## src/ocau_pkg.sv

```systemverilog
// Purpose: shared constants for the ones-complement arithmetic unit
// Assumes: 18-bit words, word-indexed register port
// Notes: opcode values are the instruction function codes
`default_nettype none
package ocau_pkg;
  localparam int W = 18;
  localparam int CW = 6;
  // register indices on the plain port
  localparam logic [2:0] REG_CMD = 3'h0;
  localparam logic [2:0] REG_UPPER = 3'h1;
  localparam logic [2:0] REG_LOWER = 3'h2;
  localparam logic [2:0] REG_MEM0 = 3'h3;
  localparam logic [2:0] REG_MEM1 = 3'h4;
  localparam logic [2:0] REG_STATUS = 3'h5;
  // status fields
  localparam int ST_BUSY_BIT = 0;
  localparam int ST_OVF_BIT = 1;
  // command word fields
  localparam int F_HI = 17;
  localparam int F_LO = 12;
  localparam int SUB_HI = 11;
  localparam int SUB_LO = 6;
  localparam int CNT_HI = 5;
  // function codes
  localparam logic [5:0] OP_ADD_A = 6'h0c;
  localparam logic [5:0] OP_ADD_B = 6'h0d;
  localparam logic [5:0] OP_SUB_A = 6'h0e;
  localparam logic [5:0] OP_SUB_B = 6'h0f;
  localparam logic [5:0] OP_DADD_A = 6'h10;
  localparam logic [5:0] OP_DADD_B = 6'h11;
  localparam logic [5:0] OP_DSUB_A = 6'h12;
  localparam logic [5:0] OP_DSUB_B = 6'h13;
  localparam logic [5:0] OP_MUL_A = 6'h14;
  localparam logic [5:0] OP_MUL_B = 6'h15;
  localparam logic [5:0] OP_DIV_A = 6'h16;
  localparam logic [5:0] OP_DIV_B = 6'h17;
  localparam logic [5:0] OP_EXT = 6'h28;
  localparam logic [5:0] SUB_SHR_UP = 6'h21;
  localparam logic [5:0] SUB_SHL_UP = 6'h25;
  // loop counts
  localparam logic [CW-1:0] MUL_COUNT = 6'h13;
  localparam logic [CW-1:0] DIV_COUNT = 6'h12;
  // reset values
  localparam logic [W-1:0] WORD_RST = 18'h00000;
  localparam logic [CW-1:0] CNT_RST = 6'h00;
endpackage : ocau_pkg
`default_nettype wire

```

## src/ocau_adder_if.sv

```systemverilog
// Purpose: link between the sequencer and the subtractive adder
// Assumes: purely combinational adder
// Notes: none
`timescale 1ns/1ps
`default_nettype none
interface ocau_adder_if;
  logic [17:0] x;
  logic [17:0] d;
  logic [17:0] sum;
  logic borrow;
  modport seq (output x, output d, input sum, input borrow);
  modport unit (input x, input d, output sum, output borrow);
endinterface : ocau_adder_if
`default_nettype wire

```

## src/ocau_adder.sv

```systemverilog
// Purpose: subtractive ones-complement adder, sum = x - (not d)
// Assumes: operands in ones-complement form
// Notes: borrow is the end-around borrow of the subtraction
`timescale 1ns/1ps
`default_nettype none
module ocau_adder (
  ocau_adder_if.unit a
);
  logic [18:0] diff;
  logic [17:0] nd;
  assign nd = ~a.d;
  // equal operands give +0, never -0
  assign diff = {1'b0, a.x} - {1'b0, nd};
  assign a.borrow = diff[18];
  assign a.sum = diff[17:0] - {17'h00000, diff[18]};
endmodule : ocau_adder
`default_nettype wire

```

## src/ocau_arith_unit.sv

```systemverilog
// Purpose: add, subtract, multiply, divide and upper-word shifts
// Assumes: operands written over the register port before the command
// Notes: a command write while busy is ignored
//
// The placing of the registers and the address-and-strobe port are this design's own decisions.
`timescale 1ns/1ps
`default_nettype none
module ocau_arith_unit (
  input wire logic core_clk_in,
  input wire logic rst_in,
  input wire logic [2:0] addr_in,
  input wire logic [17:0] wr_data_in,
  input wire logic wr_en_in,
  input wire logic rd_en_in,
  output logic [17:0] rd_data_out,
  output logic busy_out,
  output logic overflow_out
);
  typedef enum logic [4:0] {
    ST_IDLE,
    ST_ADD_LO,
    ST_ADD_HI,
    ST_MUL_SETUP,
    ST_MUL_ADD,
    ST_CLR_NEXT,
    ST_LOAD_NEXT,
    ST_TO_TEMP,
    ST_COPY_CNT,
    ST_RETURN,
    ST_TEST,
    ST_MUL_FIX,
    ST_DIV_SETUP,
    ST_DIV_CHECK,
    ST_DIV_STEP,
    ST_DIV_FIX,
    ST_SH_TEMP,
    ST_SH_BACK
  } ocau_state_t;

  ocau_state_t state_reg;
  logic [17:0] cmd_reg;
  logic [17:0] upper_word_register_reg;
  logic [17:0] low_word_register_reg;
  logic [17:0] mem0_reg;
  logic [17:0] mem1_reg;
  logic [17:0] latch_reg;
  logic [17:0] upper_tmp_reg;
  logic [17:0] lower_tmp_reg;
  logic [5:0] count_current_stage_reg;
  logic [5:0] count_next_stage_reg;
  logic sign_a_reg;
  logic sign_b_reg;
  logic add_pend_reg;
  logic is_sub_reg;
  logic is_dbl_reg;
  logic shl_reg;
  logic div_ovf_reg;
  logic busy_reg;
  logic overflow_reg;
  logic [17:0] rd_data_reg;

  ocau_adder_if add_if ();

  ocau_adder u_adder (
    .a(add_if)
  );

  // decode of the register port
  wire wr_cmd = wr_en_in && (addr_in == ocau_pkg::REG_CMD);
  wire wr_up = wr_en_in && (addr_in == ocau_pkg::REG_UPPER);
  wire wr_lo = wr_en_in && (addr_in == ocau_pkg::REG_LOWER);
  wire wr_m0 = wr_en_in && (addr_in == ocau_pkg::REG_MEM0);
  wire wr_m1 = wr_en_in && (addr_in == ocau_pkg::REG_MEM1);
  wire wr_st = wr_en_in && (addr_in == ocau_pkg::REG_STATUS);
  wire start = wr_cmd && !busy_reg;

  wire [5:0] f_code = wr_data_in[ocau_pkg::F_HI:ocau_pkg::F_LO];
  wire [5:0] sub_code = wr_data_in[ocau_pkg::SUB_HI:ocau_pkg::SUB_LO];
  wire [5:0] sh_cnt = wr_data_in[ocau_pkg::CNT_HI:0];
  wire op_add = (f_code == ocau_pkg::OP_ADD_A) || (f_code == ocau_pkg::OP_ADD_B);
  wire op_sub = (f_code == ocau_pkg::OP_SUB_A) || (f_code == ocau_pkg::OP_SUB_B);
  wire op_dadd = (f_code == ocau_pkg::OP_DADD_A) || (f_code == ocau_pkg::OP_DADD_B);
  wire op_dsub = (f_code == ocau_pkg::OP_DSUB_A) || (f_code == ocau_pkg::OP_DSUB_B);
  wire op_mul = (f_code == ocau_pkg::OP_MUL_A) || (f_code == ocau_pkg::OP_MUL_B);
  wire op_div = (f_code == ocau_pkg::OP_DIV_A) || (f_code == ocau_pkg::OP_DIV_B);
  wire op_shr = (f_code == ocau_pkg::OP_EXT) && (sub_code == ocau_pkg::SUB_SHR_UP);
  wire op_shl = (f_code == ocau_pkg::OP_EXT) && (sub_code == ocau_pkg::SUB_SHL_UP);
  wire op_arith = op_add || op_sub || op_dadd || op_dsub;
  wire op_subtract = op_sub || op_dsub;

  // operand magnitudes and signs (top bit is the sign)
  wire up_neg = upper_word_register_reg[17];
  wire lo_neg = low_word_register_reg[17];
  wire m0_neg = mem0_reg[17];
  wire [17:0] lo_mag = lo_neg ? ~low_word_register_reg : low_word_register_reg;
  wire [17:0] m0_mag = m0_neg ? ~mem0_reg : mem0_reg;
  wire [35:0] pair = {upper_word_register_reg, low_word_register_reg};
  wire [35:0] pair_mag = up_neg ? ~pair : pair;
  wire [35:0] pair_inv = ~pair;

  // divide step: pair shifted left, trial subtract on the new upper word
  wire [35:0] pair_shl = {pair[34:0], 1'b0};

  // adder input selection
  wire sel_lo = (state_reg == ST_ADD_LO);
  wire sel_div = (state_reg == ST_DIV_STEP);
  assign add_if.x = sel_lo ? low_word_register_reg
                  : (sel_div ? pair_shl[35:18] : upper_word_register_reg);
  assign add_if.d = latch_reg;
  wire [17:0] add_sum = add_if.sum;
  wire add_borrow = add_if.borrow;

  // shift of the upper word into its temp
  wire [17:0] up_shr = {upper_word_register_reg[17], upper_word_register_reg[17:1]};
  wire [17:0] up_shl = {upper_word_register_reg[16:0], upper_word_register_reg[17]};

  wire cnt_zero_cmd = (sh_cnt == ocau_pkg::CNT_RST);
  wire cnt_last = (count_current_stage_reg == 6'h01);
  wire ovf_set = (state_reg == ST_DIV_CHECK) && !add_borrow;
  wire ovf_clr = wr_st && wr_data_in[ocau_pkg::ST_OVF_BIT];

  // read mux, unmapped indices read as zero
  wire [17:0] status_word = {16'h0000, overflow_reg, busy_reg};
  wire [17:0] rd_mux = (addr_in == ocau_pkg::REG_CMD) ? cmd_reg
                     : (addr_in == ocau_pkg::REG_UPPER) ? upper_word_register_reg
                     : (addr_in == ocau_pkg::REG_LOWER) ? low_word_register_reg
                     : (addr_in == ocau_pkg::REG_MEM0) ? mem0_reg
                     : (addr_in == ocau_pkg::REG_MEM1) ? mem1_reg
                     : (addr_in == ocau_pkg::REG_STATUS) ? status_word
                     : ocau_pkg::WORD_RST;

  always_ff @(posedge core_clk_in or posedge rst_in)
  begin
    if (rst_in)
    begin
      rd_data_reg <= ocau_pkg::WORD_RST;
    end
    else
    begin
      rd_data_reg <= rd_en_in ? rd_mux : ocau_pkg::WORD_RST;
    end
  end

  // set wins over a clear in the same cycle
  always_ff @(posedge core_clk_in or posedge rst_in)
  begin
    if (rst_in)
    begin
      overflow_reg <= 1'b0;
    end
    else
    begin
      overflow_reg <= ovf_set || (overflow_reg && !ovf_clr);
    end
  end

  // operand holding words; frozen while a command runs
  always_ff @(posedge core_clk_in or posedge rst_in)
  begin
    if (rst_in)
    begin
      mem0_reg <= ocau_pkg::WORD_RST;
      mem1_reg <= ocau_pkg::WORD_RST;
      cmd_reg <= ocau_pkg::WORD_RST;
    end
    else
    begin
      if (wr_m0 && !busy_reg)
        mem0_reg <= wr_data_in;
      if (wr_m1 && !busy_reg)
        mem1_reg <= wr_data_in;
      if (start)
        cmd_reg <= wr_data_in;
    end
  end

  // sequencer
  always_ff @(posedge core_clk_in or posedge rst_in)
  begin
    if (rst_in)
    begin
      state_reg <= ST_IDLE;
      upper_word_register_reg <= ocau_pkg::WORD_RST;
      low_word_register_reg <= ocau_pkg::WORD_RST;
      latch_reg <= ocau_pkg::WORD_RST;
      upper_tmp_reg <= ocau_pkg::WORD_RST;
      lower_tmp_reg <= ocau_pkg::WORD_RST;
      count_current_stage_reg <= ocau_pkg::CNT_RST;
      count_next_stage_reg <= ocau_pkg::CNT_RST;
      sign_a_reg <= 1'b0;
      sign_b_reg <= 1'b0;
      add_pend_reg <= 1'b0;
      is_sub_reg <= 1'b0;
      is_dbl_reg <= 1'b0;
      shl_reg <= 1'b0;
      div_ovf_reg <= 1'b0;
      busy_reg <= 1'b0;
    end
    else
    begin
      case (state_reg)
        ST_IDLE:
        begin
          if (wr_up)
            upper_word_register_reg <= wr_data_in;
          if (wr_lo)
            low_word_register_reg <= wr_data_in;
          if (start && op_arith)
          begin
            is_sub_reg <= op_subtract;
            is_dbl_reg <= op_dadd || op_dsub;
            latch_reg <= op_subtract ? ~mem0_reg : mem0_reg;
            busy_reg <= 1'b1;
            state_reg <= ST_ADD_LO;
          end
          else if (start && op_mul)
          begin
            busy_reg <= 1'b1;
            state_reg <= ST_MUL_SETUP;
          end
          else if (start && op_div)
          begin
            busy_reg <= 1'b1;
            state_reg <= ST_DIV_SETUP;
          end
          // zero count leaves the word alone and never goes busy
          else if (start && (op_shr || op_shl) && !cnt_zero_cmd)
          begin
            shl_reg <= op_shl;
            count_current_stage_reg <= sh_cnt;
            busy_reg <= 1'b1;
            state_reg <= ST_SH_TEMP;
          end
        end
        ST_ADD_LO:
        begin
          low_word_register_reg <= add_sum;
          if (is_dbl_reg)
          begin
            // second pass brings in the Y+1 word
            latch_reg <= is_sub_reg ? ~mem1_reg : mem1_reg;
            state_reg <= ST_ADD_HI;
          end
          else
          begin
            busy_reg <= 1'b0;
            state_reg <= ST_IDLE;
          end
        end
        ST_ADD_HI:
        begin
          upper_word_register_reg <= add_sum;
          busy_reg <= 1'b0;
          state_reg <= ST_IDLE;
        end
        ST_MUL_SETUP:
        begin
          sign_a_reg <= m0_neg;
          sign_b_reg <= lo_neg;
          latch_reg <= m0_mag;
          low_word_register_reg <= lo_mag;
          upper_word_register_reg <= ocau_pkg::WORD_RST;
          upper_tmp_reg <= ocau_pkg::WORD_RST;
          count_current_stage_reg <= ocau_pkg::MUL_COUNT;
          add_pend_reg <= 1'b0;
          state_reg <= ST_MUL_ADD;
        end
        ST_MUL_ADD:
        begin
          // magnitudes below 2^17 each, so the sum cannot leave 18 bits
          if (add_pend_reg)
            upper_word_register_reg <= add_sum;
          state_reg <= ST_CLR_NEXT;
        end
        ST_CLR_NEXT:
        begin
          count_next_stage_reg <= ocau_pkg::CNT_RST;
          state_reg <= ST_LOAD_NEXT;
        end
        ST_LOAD_NEXT:
        begin
          count_next_stage_reg <= count_current_stage_reg - 6'h01;
          upper_tmp_reg <= ocau_pkg::WORD_RST;
          lower_tmp_reg <= ocau_pkg::WORD_RST;
          state_reg <= ST_TO_TEMP;
        end
        ST_TO_TEMP:
        begin
          // pair shifts right as one, the upper low bit moving down
          upper_tmp_reg <= pair[35:18] >> 1;
          lower_tmp_reg <= pair[18:1];
          // multiplier bit caught before it falls off the bottom
          add_pend_reg <= low_word_register_reg[0];
          state_reg <= ST_COPY_CNT;
        end
        ST_COPY_CNT:
        begin
          count_current_stage_reg <= count_next_stage_reg;
          upper_word_register_reg <= ocau_pkg::WORD_RST;
          low_word_register_reg <= ocau_pkg::WORD_RST;
          state_reg <= ST_RETURN;
        end
        ST_RETURN:
        begin
          upper_word_register_reg <= upper_tmp_reg;
          low_word_register_reg <= lower_tmp_reg;
          state_reg <= ST_TEST;
        end
        ST_TEST:
        begin
          // loop until the count has run out
          if (count_current_stage_reg == ocau_pkg::CNT_RST)
            state_reg <= ST_MUL_FIX;
          else
            state_reg <= ST_MUL_ADD;
        end
        ST_MUL_FIX:
        begin
          if (sign_a_reg ^ sign_b_reg)
          begin
            upper_word_register_reg <= pair_inv[35:18];
            low_word_register_reg <= pair_inv[17:0];
          end
          busy_reg <= 1'b0;
          state_reg <= ST_IDLE;
        end
        ST_DIV_SETUP:
        begin
          sign_a_reg <= up_neg;
          sign_b_reg <= m0_neg;
          upper_word_register_reg <= pair_mag[35:18];
          low_word_register_reg <= pair_mag[17:0];
          latch_reg <= ~m0_mag;
          count_current_stage_reg <= ocau_pkg::DIV_COUNT;
          div_ovf_reg <= 1'b0;
          state_reg <= ST_DIV_CHECK;
        end
        ST_DIV_CHECK:
        begin
          // upper word not below divisor: quotient cannot fit
          if (!add_borrow)
          begin
            div_ovf_reg <= 1'b1;
            low_word_register_reg <= ocau_pkg::WORD_RST;
            state_reg <= ST_DIV_FIX;
          end
          else
            state_reg <= ST_DIV_STEP;
        end
        ST_DIV_STEP:
        begin
          count_current_stage_reg <= count_current_stage_reg - 6'h01;
          if (add_borrow)
          begin
            upper_word_register_reg <= pair_shl[35:18];
            low_word_register_reg <= pair_shl[17:0];
          end
          else
          begin
            upper_word_register_reg <= add_sum;
            low_word_register_reg <= {pair_shl[17:1], 1'b1};
          end
          if (cnt_last)
            state_reg <= ST_DIV_FIX;
        end
        ST_DIV_FIX:
        begin
          // overflow keeps the +0 quotient as it is
          if (!div_ovf_reg && (sign_a_reg ^ sign_b_reg))
            low_word_register_reg <= ~low_word_register_reg;
          if (sign_a_reg)
            upper_word_register_reg <= ~upper_word_register_reg;
          busy_reg <= 1'b0;
          state_reg <= ST_IDLE;
        end
        ST_SH_TEMP:
        begin
          upper_tmp_reg <= shl_reg ? up_shl : up_shr;
          count_current_stage_reg <= count_current_stage_reg - 6'h01;
          state_reg <= ST_SH_BACK;
        end
        ST_SH_BACK:
        begin
          upper_word_register_reg <= upper_tmp_reg;
          if (count_current_stage_reg == ocau_pkg::CNT_RST)
          begin
            busy_reg <= 1'b0;
            state_reg <= ST_IDLE;
          end
          else
            state_reg <= ST_SH_TEMP;
        end
        default:
        begin
          busy_reg <= 1'b0;
          state_reg <= ST_IDLE;
        end
      endcase
    end
  end

  assign rd_data_out = rd_data_reg;
  assign busy_out = busy_reg;
  assign overflow_out = overflow_reg;
endmodule : ocau_arith_unit
`default_nettype wire

```

## config.mk

```make
export PLATFORM = sky130hd
export DESIGN_NAME = ocau_arith_unit
export DESIGN_NICKNAME = d
export VERILOG_FILES = /design/src/ocau_pkg.sv /design/src/ocau_adder_if.sv /design/src/ocau_adder.sv /design/src/ocau_arith_unit.sv
export SDC_FILE = /design/constraint.sdc
export NUM_CORES = 1
export LEC_CHECK = 0
export ABC_AREA = 1
export BUFFER_PORTS_ARGS = -buffer_cell sky130_fd_sc_hd__buf_4
export CAP_MARGIN = 20
export CORE_MARGIN = 10
export CORE_UTILIZATION = 45
export CTS_CLUSTER_SIZE = 30
export DETAILED_ROUTE_END_ITERATION = 6
export PLACE_DENSITY = 0.67
export SLEW_MARGIN = 20
export SYNTH_ARGS = -nofsm -noshare
export SYNTH_HDL_FRONTEND = slang
export SYNTH_SLANG_ARGS = --single-unit
```

## constraint.sdc

```tcl
create_clock -name core_clk_in -period 8.2 [get_ports core_clk_in]
set_input_delay 1.23 -clock core_clk_in [delete_from_list [all_inputs] [get_ports core_clk_in]]
set_output_delay 1.23 -clock core_clk_in [all_outputs]
set_load 0.05 [all_outputs]
```

==> results of run 1 <==
## kinds of logic after synthesis
group | count (synthesis)
flops | 188
simple gates | 776
fa+ha+maj | 23
buf+inv | 324
compound gates | 439
xor+xnor | 30
mux | 16
## synthesized netlist by cell type, types with 9 or more instances
library cell | n | area, sq um
nand4_1 | 22 | 138
buf_2 | 9 | 45.0
dfrtp_1 | 188 | 4700
inv_2 | 14 | 52.6
o221ai_1 | 36 | 315
o211ai_1 | 17 | 128
nor3_1 | 17 | 85.1
inv_1 | 236 | 886
a211oi_1 | 17 | 128
xnor2_1 | 22 | 193
nor2_1 | 121 | 454
a21oi_1 | 93 | 465
o21ai_0 | 169 | 846
nand2_1 | 461 | 1730
nand3_1 | 114 | 571
mux2i_1 | 15 | 150
a41oi_1 | 17 | 149
o21ai_1 | 15 | 75.1
o22ai_1 | 41 | 257
clkbuf_1 | 47 | 176
ha_1 | 22 | 275
## metrics by stage
step / hold slack [ns] / instance area (sq um) / setup WS, ns / instances / power [W]
after floorplan: 0.444 / 12700 / 1.86 / 1796 / 0.00126
after global placement: 0.460 / 13200 / 2.89 / 2154 / 0.00136
after detailed placement: 0.467 / 13200 / 2.69 / 2154 / 0.00136
after CTS: 0.487 / 13800 / 2.65 / 2186 / 0.00224
after global routing: 0.509 / 13800 / 2.06 / 2187 / 0.00232
final: 0.485 / 13800 / 2.46 / 2187 / 0.00225
## final cells by class
cell class / count / area share
flip-flops and latches: 188 / 0.340
clock buffers: 17 / 0.0308
repair buffers: 53 / 0.0293
multi-input cells: 1284 / 0.483
well taps: 378 / 0.0342
inverters: 252 / 0.0691
clock inverters: 15 / 0.0134
## critical path, stage by stage, from the launching register on
cell and delay [ns]:
dfrtp_1 0.43, nor2_1 0.40, nand2_2 0.54, inv_1 0.52, a21oi_1 0.06, o21ai_0 0.11
o21ai_0 0.17, inv_1 0.14, ha_1 0.29, nand2_1 0.13, inv_1 0.04, nand2_1 0.08
a21oi_1 0.07, nor2_1 0.16, nand3_2 0.38, inv_2 0.33, ha_1 0.23, ha_1 0.24
nand3_1 0.19, nor3_1 0.41, xor2_1 0.32, nand2_1 0.10, nand3_1 0.08, o21ai_0 0.07
o21ai_0 0.13
## path summary, 6_finish.rpt
kind,to,from,depth (start not counted)
setup / recovery,low_word_register_reg[6]$_DFFE_PP0P_,state_reg[2]$_DFFE_PP0P_,24
hold / removal,cmd_reg[15]$_DFFE_PP0P_,cmd_reg[15]$_DFFE_PP0P_,2
setup reg to reg,low_word_register_reg[6]$_DFFE_PP0P_,state_reg[2]$_DFFE_PP0P_,24
hold reg to reg,cmd_reg[15]$_DFFE_PP0P_,cmd_reg[15]$_DFFE_PP0P_,2
max in group asynchronous,upper_tmp_reg[11]$_DFFE_PP0P_,rst_in,3
min in group asynchronous,mem1_reg[3]$_DFFE_PP0P_,rst_in,2
## cell usage in the layout (no fill, tap or decap), types with 36 or more instances in the layout
cell / instances
nand2_1: 459
inv_1: 235
dfrtp_1: 188
o21ai_0: 169
nor2_1: 120
nand3_1: 114
a21oi_1: 93
buf_4: 52
o22ai_1: 41
o221ai_1: 36
## power by group
group	total (W)	switching, W	internal (W)
Clock	0.000894	0.000431	0.000463
Sequential	0.00104	0.0000533	0.000985
Combinational	0.000315	0.000207	0.000108
## routing by layer
metal	vias to the layer above	global-route usage	part of all wire
met4	0	0.149	0.058
met3	173	0.0519	0.092
li1	6023	-	-
met5	-	0	0
met1	6305	0.358	0.40
met2	745	0.445	0.45
==> metrics.md, run 1 <==
| Metric | Value |
|---|---|
| Status | complete, no violations |
| Worst hold path type | register to register |
| Area grow syn2layout | 9.23% |
| Chip Height | between 150 and 200 um |
| Clock root cell | clkbuf_16 |
| Clock transition at path regs | about 0.080 ns |
| DR iter-0 viols | around 1600 |
| Vias in the first global route | roughly 13000 |
| Gr usage total | 0.281 |
| FF+latch area | roughly 4700 sq um |
| Layout cells sized above 1 | 0.0779 |
| Clock Path Buffers | 2 |
| Multi-input gate area | ~6700 sq um |
| Sum Neg Setup Slack | 0 ns |
| Hold-fix buffers, CTS | 0 |
| Worst-path maximum fanout | 37 |
| Die Footprint | approximately 35000 sq um |
| Cell count after synthesis | roughly 1800 |
| CORE AREA | ~28000 sq um |
| Filler cell count | between 2000 and 3000 |
| Chip Width | 188 um |
| Remaining antenna violation count | 0 |
| Mapped Nets | roughly 1800 |
| Main combinational cell family by area after synthesis | simple AND/OR/NAND/NOR gates |
| H-tree Lvls | 4 |
| Crit Path Category | register to register |
| Ys flop type | dfrtp_1 |
| Fin. Hold Viols | 0 |
| Final setup fails | 0 |
| Worst-skew pair later-pin latency | about 0.45 ns |
| Leakage | just under 7 nW |
| Achievable Freq | 174 MHz |
| Nets | about 1800 |
| Seq cells post-synth | ~190 |
| Post-Route WL | 50400 um |
| Power Density | roughly 160 nW/um^2 |
| Reg2Reg Setup Slack | roughly 2.5 ns |
| Initial antenna violation count | 0 |
| Worst path arrival time | approximately 6.1 ns |
| Slew @ Worst Pin | ~1.0 ns |
| Tmin final | approximately 5.7 ns |
| Final Slew Violations | 0 |
| Synthesized area | between 10000 and 15000 sq um |
| Antenna Cells | 0 |
| Setup crit end kind | register |
| Warnings from Yosys | 0 |
| Post-synth EDFFs | 0 |
| Overflow left after global routing | 0 |
| Post-DP HPWL | between 30000 and 40000 um |
| Post-synthesis mux area share | 0.0128 |
| I/O Pins | 45 |
| Routed len/inst | approximately 23 um |
| Peak VDD IR | approximately 130 uV |
| Drt drc | 0 |
| Post-synthesis compound-gate area fraction | 0.210 |
| Largest net degree at the start of global routing | 120 |
| Global-route wire length before repair | ~77000 um |
| RSZ-0062 raised after global routing | false |
| Critical Path RT | about 8.6 ns |
| Simple-gate share of the synthesized area | 0.260 |
| Initial cell density of the core | 0.455 |
| Startpoint Class | register |
| Max-Cap Viols | 0 |
| Synth Area in Adders | 0.0233 |
| Avg Cell Area, Syn | 7.05 sq um |
| GPL Wtd Cong | about 0.99 |
| Final critical-path share of the clock period | 0.699 |
| CTS buffer count | 17 |
| Synth Area in XOR/XNOR | 0.0208 |
| Seq/Total Area, Yosys | 0.372 |
| Worst relative slew slack | 0.309 |
| Finished Core Util | 0.497 |
| Netlist cell types | 51 |
| CTS tree | done |
| Pre-antenna DRT Iters | 6 |
| Post-CTS setup buffer count | 0 |
| DR vias | ~13000 |
| IO buf count | 44 |
| Synth async-reset ratio | 1.00 |
| Skew final | 0.0107 ns |
| Number of gates given a new drive strength after cts | 0 |
| Drt via density | roughly 6.1 |
| # rows | 61 |
| Clk sinks | 188 |
No activity file was read; power rests on OpenSTA's default activity.
==> run 2: changes to the inputs <==
==> constraint.sdc (replaced) <==
create_clock -name core_clk_in -period 5.6 [get_ports core_clk_in]
set_input_delay 0.84 -clock core_clk_in [delete_from_list [all_inputs] [get_ports core_clk_in]]
set_output_delay 0.84 -clock core_clk_in [all_outputs]
set_load 0.05 [all_outputs]
==> metrics.md, run 2 (synthesis results as in run 1) <==
| Metric | Value |
|---|---|
| Nets | 1850 |
| Worst relative slew slack | 0.276 |
| Worst hold path type | input pin to asynchronous set/reset pin |
| RR Endpoint | low_word_register_reg[2]$_DFFE_PP0P_ |
| DP Area | 13200 sq um |
| GPL Wtd Cong | ~1.0 |
| Largest net degree at the start of global routing | 74 |
| IO buf count | between 40 and 50 |
| Tmin final | 5.01 ns |
| Post-DP HPWL | 36000 um |
| Vias in the first global route | roughly 13000 |
| Post-CTS setup buffer count | 0 |
| Status | complete, no violations |
| Leakage | 6.87 nW |
| # rows | 61 |
| Power Density | approximately 230 nW/um^2 |
| Filler cell count | between 2000 and 3000 |
| CORE AREA | around 28000 sq um |
| Startpoint Class | register |
| Final Slew Violations | 0 |
| Drt via density | approximately 6 |
| Setup crit end kind | register |
| Initial cell density of the core | 0.455 |
| Overflow left after global routing | 0 |
| Critical Path RT | about 6.0 ns |
| Layout cells sized above 1 | 0.0788 |
| Final setup fails | 0 |
| Post-Route WL | between 40000 and 50000 um |
| Hold-fix buffers, CTS | 0 |
| Worst path slowest cell | xnor2_1 |
| Reg-to-reg critical path startpoint | state_reg[2]$_DFFE_PP0P_ |
| DR iter-0 viols | 1979 |
| Most common cell after layout, fill and taps aside | nand2_1 |
| Drt drc | 0 |
| Worst path arrival time | about 5.4 ns |
| Clk sinks | around 190 |
| Routed len/inst | between 20 and 25 um |
| Clock Path Buffers | 2 |
| RSZ-0062 raised after global routing | false |
| Die Footprint | roughly 35000 sq um |
| Sequence of cells on the critical path | nor2_1, nand2_2, buf_4, o21ai_0, inv_1, ha_1, nand2_1, nor2_1, inv_1, nor2_1, o21ai_0, nand3_2, inv_2, ha_1, ha_1, xnor2_1, nand2_1, o2111ai_1, a21oi_1, a21oi_1, nand2_1, o21ai_1 |
| Chip Height | 188 um |
| DR vias | about 13000 |
| Max-Cap Viols | 0 |
| Reg2Reg Depth | 22 |
| Pre-antenna DRT Iters | 6 |
| Crit Path Category | register to register |
| I/O Pins | 45 |
| Skew final | 0.0153 ns |
| Final critical-path share of the clock period | 0.894 |
| Achievable Freq | 200 MHz |
| Worst stage delay on the critical path | 0.67 ns |
| Global-route wire length before repair | ~75000 um |
| Area grow syn2layout | 9.25% |
| Fin. Hold Viols | 0 |
| CTS tree | done |
| H-tree Lvls | 4 |
| Reg2Reg Setup Slack | 0.59 ns |
| Slew @ Worst Pin | approximately 1.1 ns |
| Clock transition at path regs | 0.08 ns |
| Gr usage total | 0.274 |
| Antenna Cells | 0 |
| Sum Neg Setup Slack | 0 ns |
| Number of gates given a new drive strength after cts | 0 |
| Peak VDD IR | 191 uV |
| Cell area after layout | roughly 14000 sq um |
| Remaining antenna violation count | 0 |
| Worst-path maximum fanout | 30 |
| Worst-skew pair later-pin latency | 0.45 ns |
| Chip Width | approximately 190 um |
| Initial antenna violation count | 1 |
| Clock root cell | clkbuf_16 |
| Commonest non-fill, non-tap cells in the layout | nand2_1 (459), inv_1 (235), dfrtp_1 (188) |
| CTS buffer count | 17 |
-- run 2: cell count changes in the layout (fill, tap and decap cells not counted), moves of 2 or more --
cell      previous run  this run
clkbuf_1             0         3
buf_4               52        59
inv_6                1         6
inv_8                5         0
clkinv_2             4         0
clkinv_8             2         0
-- run 2: through the flow --
step                total power (W)  hold slack, ns  worst slack [ns]  std cells   util
floorplan                   0.00185           0.444              1.41       1796      -
global placement            0.00198           0.462             0.894       2161  0.477
detailed placement          0.00200           0.468             0.797       2161  0.477
CTS                         0.00323           0.252             0.768       2192  0.497
global route                0.00335           0.259             0.180       2192  0.498
finish                      0.00323           0.260             0.593       2192  0.498
-- run 2: worst max path at each step --
stage,from,to,slack (ns),cells past startpoint
after CTS,state_reg[2]$_DFFE_PP0P_,low_word_register_reg[6]$_DFFE_PP0P_,0.77,22
after global routing,state_reg[2]$_DFFE_PP0P_,upper_word_register_reg[17]$_DFFE_PP0P_,0.18,27
after global placement,state_reg[2]$_DFFE_PP0P_,low_word_register_reg[17]$_DFFE_PP0P_,0.89,25
after floorplan,state_reg[0]$_DFFE_PP0P_,low_word_register_reg[6]$_DFFE_PP0P_,1.41,26
final,state_reg[2]$_DFFE_PP0P_,low_word_register_reg[2]$_DFFE_PP0P_,0.59,22
after detailed placement,state_reg[2]$_DFFE_PP0P_,low_word_register_reg[6]$_DFFE_PP0P_,0.80,22
-- run 2: area by class of cell --
class / instances / area (sq um) / share of cell area
Multi-Input combinational cell: 1284 / 6680 / 0.483
Clock buffer: 21 / 450 / 0.0326
Tap cell: 378 / 473 / 0.0342
Sequential cell: 188 / 4700 / 0.340
Inverter: 252 / 950 / 0.0687
Clock inverter: 10 / 128 / 0.00923
Timing Repair Buffer: 59 / 443 / 0.0320
-- run 2: routing by layer --
| layer | GRT usage | up-vias | wire (um) |
|---|---|---|---|
| met5 | 0 | - | 0 |
| met4 | 0.131 | 0 | 2600 |
| met3 | 0.0603 | 162 | 4830 |
| met2 | 0.423 | 736 | 21800 |
| met1 | 0.356 | 6313 | 19800 |
| li1 | - | 6035 | - |
-- run 2: where the power goes --
group          switching (W)  internal (W)  leakage, nW  total [W]
Clock               0.000568      0.000677        0.276    0.00125
Combinational       0.000303      0.000160         4.09   0.000462
Sequential         0.0000757       0.00144         2.51    0.00152
Total               0.000946       0.00228         6.87    0.00323
-- run 2: worst max-delay path: cells and delay by family (launching register included) --
| family | cells | cell delay (ns) |
|---|---|---|
| AOI/OAI and AO/OA | 6 | 0.92 |
| xor gates and xnor gates | 1 | 0.67 |
| adders and majority gates | 3 | 0.90 |
| buffers and inverters | 4 | 0.62 |
| DFF | 1 | 0.43 |
| and+or+nand+nor | 8 | 1.41 |
